--- config.mk ---
export PLATFORM = sky130hd
export DESIGN_NAME = cosr_regs
export DESIGN_NICKNAME = d
export VERILOG_FILES = /design/src/cosr_pkg.sv /design/src/cosr_regs.sv
export SDC_FILE = /design/constraint.sdc
export NUM_CORES = 1
export LEC_CHECK = 0
export BUFFER_PORTS_ARGS = -buffer_cell sky130_fd_sc_hd__clkbuf_2
export CAP_MARGIN = 10
export CORE_ASPECT_RATIO = 0.9
export CORE_MARGIN = 2
export CORE_UTILIZATION = 25
export CTS_CLUSTER_DIAMETER = 40
export DETAILED_ROUTE_END_ITERATION = 10
export PLACE_DENSITY = 0.46
export SYNTH_ARGS = -nofsm -noshare
export SYNTH_HDL_FRONTEND = slang
export SYNTH_SLANG_ARGS = --single-unit
--- constraint.sdc ---
create_clock -name ref_clk -period 4.7 [get_ports ref_clk]
set_input_delay 0.94 -clock ref_clk [delete_from_list [all_inputs] [get_ports ref_clk]]
set_output_delay 0.94 -clock ref_clk [all_outputs]
set_load 0.03 [all_outputs]
--- src/cosr_pkg.sv ---
// Summary of operation
// - drive enable low keeps clock pin released
// - rate select: 0 gives 8 kHz, 1 gives 2.048 MHz
// - rate select matters only while drive enabled
// - low summary bits 7..0 show channels 8..1
// - summary bit set while channel interrupt pending
// - high summary bits 6..0 show channels 15..9
// - summary bits follow per-channel interrupt sources
// - channel 0 summarised in bit 7 at 380H
package cosr_pkg;
	localparam logic [11:0] SUMMARY_LOW_ADDR = 12'h2C0;
	localparam logic [11:0] SUMMARY_HIGH_ADDR = 12'h300;
	localparam logic [11:0] SUMMARY_FIRST_ADDR = 12'h380;
	localparam logic [11:0] CLOCK_CTRL_ADDR = 12'h400;
	localparam int DRIVE_ENABLE_BIT = 3;
	localparam int RATE_SELECT_BIT = 2;
	localparam int FIRST_FLAG_BIT = 7;
	localparam logic [7:0] CLOCK_CTRL_RESET = 8'h04;
	localparam logic [7:0] CLOCK_CTRL_MASK = 8'h0C;
	localparam int NUM_CHANNELS = 16;
	localparam longint REF_CLK_HZ = 25000000;
	localparam longint FAST_RATE_HZ = 2048000;
	localparam longint SLOW_RATE_HZ = 8000;
	localparam int ACC_W = 24;
	localparam longint ACC_SPAN = 64'd1 << ACC_W;
	localparam logic [ACC_W-1:0] FAST_INC =
		ACC_W'((FAST_RATE_HZ * ACC_SPAN + REF_CLK_HZ / 2) / REF_CLK_HZ);
	localparam logic [ACC_W-1:0] SLOW_INC =
		ACC_W'((SLOW_RATE_HZ * ACC_SPAN + REF_CLK_HZ / 2) / REF_CLK_HZ);
	localparam logic [1:0] RESP_OKAY = 2'h0;
	localparam logic [1:0] RESP_DECERR = 2'h3;
endpackage

--- src/cosr_regs.sv ---
// The AXI4-Lite register port was left to the implementer.
`timescale 1ns/1ps
module cosr_regs #(
	parameter int ADDR_W = 12
) (
	input wire logic ref_clk,
	input wire logic rst,
	input wire logic [cosr_pkg::NUM_CHANNELS-1:0] channel_pending_flags,
	input wire logic [ADDR_W-1:0] s_axi_awaddr,
	input wire logic s_axi_awvalid,
	output logic s_axi_awready,
	input wire logic [31:0] s_axi_wdata,
	input wire logic [3:0] s_axi_wstrb,
	input wire logic s_axi_wvalid,
	output logic s_axi_wready,
	output logic [1:0] s_axi_bresp,
	output logic s_axi_bvalid,
	input wire logic s_axi_bready,
	input wire logic [ADDR_W-1:0] s_axi_araddr,
	input wire logic s_axi_arvalid,
	output logic s_axi_arready,
	output logic [31:0] s_axi_rdata,
	output logic [1:0] s_axi_rresp,
	output logic s_axi_rvalid,
	input wire logic s_axi_rready,
	output logic ref_clock_out,
	output logic ref_clock_out_oe
);
	import cosr_pkg::*;

	generate
		if (ADDR_W < 12) begin : g_bad_addr
			$error("cosr_regs: ADDR_W must be at least 12");
		end
	endgenerate

	typedef struct packed {
		logic awready;
		logic wready;
		logic aw_got;
		logic w_got;
		logic [ADDR_W-1:0] awaddr;
		logic [7:0] wdata;
		logic wstrb0;
		logic bvalid;
		logic [1:0] bresp;
		logic arready;
		logic rvalid;
		logic [1:0] rresp;
		logic [31:0] rdata;
		logic [7:0] clock_output_control;
		logic [ACC_W-1:0] acc;
		logic clk_out;
		logic clk_oe;
	} cosr_state_t;

	cosr_state_t s;
	cosr_state_t next_s;

	logic [7:0] irq_source_summary_low;
	logic [7:0] irq_source_summary_high;
	logic [7:0] irq_source_summary_first;

	// summaries are pure views of the channel sources
	always_comb begin
		irq_source_summary_low = channel_pending_flags[8:1];
		irq_source_summary_high = {1'b0, channel_pending_flags[15:9]};
		irq_source_summary_first = 8'h00;
		irq_source_summary_first[FIRST_FLAG_BIT] = channel_pending_flags[0];
	end

	function automatic logic [11:0] word_addr(input logic [ADDR_W-1:0] a);
		word_addr = {a[11:2], 2'b00};
	endfunction

	always_comb begin
		next_s = s;
		// write address and data, either order
		if (s.awready && s_axi_awvalid) begin
			next_s.aw_got = 1'b1;
			next_s.awaddr = s_axi_awaddr;
			next_s.awready = 1'b0;
		end
		if (s.wready && s_axi_wvalid) begin
			next_s.w_got = 1'b1;
			next_s.wdata = s_axi_wdata[7:0];
			next_s.wstrb0 = s_axi_wstrb[0];
			next_s.wready = 1'b0;
		end
		if (s.aw_got && s.w_got && !s.bvalid) begin
			next_s.aw_got = 1'b0;
			next_s.w_got = 1'b0;
			next_s.bvalid = 1'b1;
			next_s.bresp = RESP_OKAY;
			case (word_addr(s.awaddr))
				CLOCK_CTRL_ADDR: begin
					if (s.wstrb0) begin
						next_s.clock_output_control = s.wdata & CLOCK_CTRL_MASK;
					end
				end
				SUMMARY_LOW_ADDR, SUMMARY_HIGH_ADDR, SUMMARY_FIRST_ADDR: begin
					next_s.bresp = RESP_OKAY;
				end
				default: begin
					next_s.bresp = RESP_DECERR;
				end
			endcase
		end
		if (s.bvalid && s_axi_bready) begin
			next_s.bvalid = 1'b0;
			next_s.awready = 1'b1;
			next_s.wready = 1'b1;
		end
		// read channel
		if (s.arready && s_axi_arvalid) begin
			next_s.arready = 1'b0;
			next_s.rvalid = 1'b1;
			next_s.rresp = RESP_OKAY;
			next_s.rdata = 32'h0000_0000;
			case (word_addr(s_axi_araddr))
				SUMMARY_LOW_ADDR: begin
					next_s.rdata[7:0] = irq_source_summary_low;
				end
				SUMMARY_HIGH_ADDR: begin
					next_s.rdata[7:0] = irq_source_summary_high;
				end
				SUMMARY_FIRST_ADDR: begin
					next_s.rdata[7:0] = irq_source_summary_first;
				end
				CLOCK_CTRL_ADDR: begin
					next_s.rdata[7:0] = s.clock_output_control;
				end
				default: begin
					next_s.rresp = RESP_DECERR;
				end
			endcase
		end
		if (s.rvalid && s_axi_rready) begin
			next_s.rvalid = 1'b0;
			next_s.arready = 1'b1;
		end
		// reference clock synthesiser, phase accumulator
		if (s.clock_output_control[DRIVE_ENABLE_BIT]) begin
			if (s.clock_output_control[RATE_SELECT_BIT]) begin
				next_s.acc = s.acc + FAST_INC;
			end else begin
				next_s.acc = s.acc + SLOW_INC;
			end
			next_s.clk_out = s.acc[ACC_W-1];
			next_s.clk_oe = 1'b1;
		end else begin
			next_s.acc = '0;
			next_s.clk_out = 1'b0;
			next_s.clk_oe = 1'b0;
		end
	end

	always_ff @(posedge ref_clk or posedge rst) begin
		if (rst) begin
			s <= '0;
			s.awready <= 1'b1;
			s.wready <= 1'b1;
			s.arready <= 1'b1;
			s.clock_output_control <= CLOCK_CTRL_RESET;
		end else begin
			s <= next_s;
		end
	end

	assign s_axi_awready = s.awready;
	assign s_axi_wready = s.wready;
	assign s_axi_bresp = s.bresp;
	assign s_axi_bvalid = s.bvalid;
	assign s_axi_arready = s.arready;
	assign s_axi_rdata = s.rdata;
	assign s_axi_rresp = s.rresp;
	assign s_axi_rvalid = s.rvalid;
	assign ref_clock_out = s.clk_out;
	assign ref_clock_out_oe = s.clk_oe;
endmodule

==> reports/qor.txt <==
Synth Register Bits - 58
clock sinks - 58
Setup Viol. Count Final - 0
Syn Std Cell Area - 3430 sq um
CP Capture Type - flop
CP max FO - 6
Critical Path, Cell by Cell - inv_1 -> ha_1 -> nand2b_1 -> a21oi_1 -> a221oi_1 -> o21ai_2 -> nand3_1 -> mux2_4
Worst Hold Depth - 1
FF-to-FF path depth - 8
Die Ht - 115 microns
Max Buffers Root-to-Sink - 2
arrival time worst endpoint - 2.58 ns
Placement Setup Slack - 2.35 ns
area of all sequential standard cells - 1460 sq um
Critical path buffers and inverters - 1
Logic pwr share - 0.184
area delta synth->final - 17.1%
post-synthesis sequential area ratio - 0.424
vias in the first global route - 2,629
Top delay family on crit path - compound AO/OA/AOI/OAI gates
CTS tree - yes
reg2reg start - s[4]$_DFF_PP0_
post-synthesis cell count - 365
Post-CTS Hold Fix Bufs - 0
Routed WL - 7630 microns
gr usage total - 0.110
Initial DRC Count - 86
largest stage delay on the critical path - 0.54 ns
Setup CP Type - flop to flop
I/O Buffers - 64
dominant cells by area after synthesis - dfrtp_1 (39%), buf_4 (7.9%), mux2_2 (4.3%)
RePlAce Congestion - 0.774
unrepaired setup endpoints after global routing - false
VDD IR-drop max - 253 uV
CP Launch Type - flop
most common cell after layout, fill and taps aside - clkbuf_2
max cap viols - 0
share of cells above drive strength 1 - 0.268
clk_skew - 0.00717 ns
commonest non-fill, non-tap cells in the layout - clkbuf_2 (64), dfrtp_1 (54), nand2_1 (36)
# resized after CTS - 0
sw frac - 0.300
Core Area - 13,400 sq um
final core utilization - 0.301
leak pwr - 1.84 nW
CTS root buf - clkbuf_16
library cells used by synthesis - 60
CTS H-tree depth - 3
Final period util - 0.503
# rows - 40
die area - 14,700 sq um
drt pass-1 iters - 4
n_diodes - 0
Slew @ Worst Pin - 0.798 ns
Slew Viols, Final - 0
initial antenna violation count - 0
Ys Warns - 0
CTS Buf Count - 9
status - finished, final reports clean
final hold violation count - 0
Die W - 128 microns
wire per inst - 12.9 microns
slowest CP cell - a21oi_1
worst reg2reg endpoint - s[25]$_DFF_PP0_
fin nets - 502
r2r setup slk - 2.34 ns
Post-synth EDFFs - 0
Clk pwr share - 0.389
PwrDens - 386 nW/um^2
via count - 2,670
TNS Setup - 0 ns
fmax - 423 MHz
Congestion Overflow GR - 0
area share of the largest cell type after synthesis - 0.394
relative slew slack - 0.468
HP Class - flop to flop
largest net degree at the start of global routing - 38
Flop pwr share - 0.427
IO Count - 126
min cycle time layout - 2.36 ns
clock latency at the later pin of the worst-skew pair - 0.33 ns
Req. time, crit path - 4.91 ns
Fillers - 1,410
CTS clk-pin slew, worst paths - 0.05 ns
post-DP HPWL - 5510 microns
area occupied by multi-input gates - 1700 sq um
largest area contributor in the netlist - dfrtp_1
Routed Antenna Nets - 0
Setup Fix Bufs, Post-CTS - 0
Initial Util - 0.257
final setup margin - 2.34 ns
Syn Area/Cell - 9.40 sq um
P_sw - 464 uW
cell-internal power - 1.09 mW
first-pass GRT wire length - 12,900 microns
ys flop type - dfrtp_1
vias per cell - 4.53
drc violations - 0
worst hold start - s[77]$_DFFE_PP0P_
hold endpoint - s[29]$_DFFE_PP0P_
FFs w/ async S/R, synth - 1.00
-- stage by stage --
stage	cells	cell area, sq um	total power, mW	hold WS [ns]
after floorplan	388	3520	0.894	0.352
after global placement	573	3740	0.948	0.467
after detailed placement	573	3740	0.956	0.476
after CTS	589	4020	1.58	0.489
after global routing	589	4020	1.64	0.511
final	589	4020	1.55	0.480
-- cell type report --
type	count	share of cell area
clock buffers	10	0.0595
well taps	168	0.0523
multi-input cells	272	0.424
repair buffers	65	0.0816
clock inverters	6	0.0106
flip-flops and latches	58	0.363
inverters	10	0.00934
-- Yosys cell counts, types with 3 or more instances --
library cell,number
dfrtp_1,54
buf_4,36
nand2_1,36
a21oi_1,22
o21ai_0,22
nor2_1,20
and2_1,18
mux2_2,13
inv_1,10
xnor2_1,9
xor2_1,9
a22oi_1,8
clkbuf_1,8
nor3_1,8
nand3_1,7
mux2i_1,5
buf_2,4
dfstp_2,4
nand2b_1,4
nor2b_1,4
o21ai_1,4
o22ai_1,4
and3_1,3
ha_1,3
nand4_1,3
or3_1,3
-- how the worst max path moves through the flow --
stage | start | endpoint | depth (start not counted)
after global placement | s[28]$_DFFE_PP1P_ | s[25]$_DFF_PP0_ | 6
final | s[4]$_DFF_PP0_ | s[25]$_DFF_PP0_ | 8
after floorplan | rst | ref_clock_out$_DFF_PP0_ | 1
after CTS | s[4]$_DFF_PP0_ | s[25]$_DFF_PP0_ | 8
after global routing | s[4]$_DFF_PP0_ | s[25]$_DFF_PP0_ | 8
after detailed placement | s[4]$_DFF_PP0_ | s[25]$_DFF_PP0_ | 8
-- power by group through the flow --
stage	clock (mW)	sequential (mW)	combinational (mW)
final	0.603	0.661	0.286
after global routing	0.652	0.674	0.318
after global placement	0	0.663	0.285
after CTS	0.624	0.662	0.289
after detailed placement	0	0.668	0.288
after floorplan	0	0.669	0.225
-- sequential cells by signal, indices dropped and copies added (netlist names) --
| signal | count |
|---|---|
| ref_clock_out | 1 |
| s | 41 |
| s_axi_wready | 1 |
| s_axi_rdata | 8 |
| s_axi_arready | 1 |
| s_axi_rvalid | 1 |
| s_axi_awready | 1 |
| s_axi_rresp | 1 |
| s_axi_bvalid | 1 |
| ref_clock_out_oe | 1 |
| s_axi_bresp | 1 |
-- routing by layer --
metal  up-vias  routed length, microns  track usage  share of wire
li1       1321                       -            -              -
met1      1283                    3660        0.142           0.48
met2        60                    3560        0.174           0.47
met3         6                     342       0.0307          0.045
met4         0                      62       0.0462         0.0081
met5         -                       0            0              0
-- kinds of logic (layout without fill, tap and decap cells) --
| kind of cell | after synthesis | count (layout) | synth area share |
|---|---|---|---|
| AOI/OAI and AO/OA | 84 | 84 | 0.158 |
| xor gates and xnor gates | 18 | 18 | 0.0459 |
| adders and majority gates | 3 | 3 | 0.0109 |
| buffers and inverters | 58 | 91 | 0.104 |
| DFF | 58 | 58 | 0.424 |
| muxes | 21 | 21 | 0.0682 |
| other | 1 | 24 | 0.00109 |
| and+or+nand+nor | 122 | 122 | 0.187 |
Power figures use the tool's default switching activity.
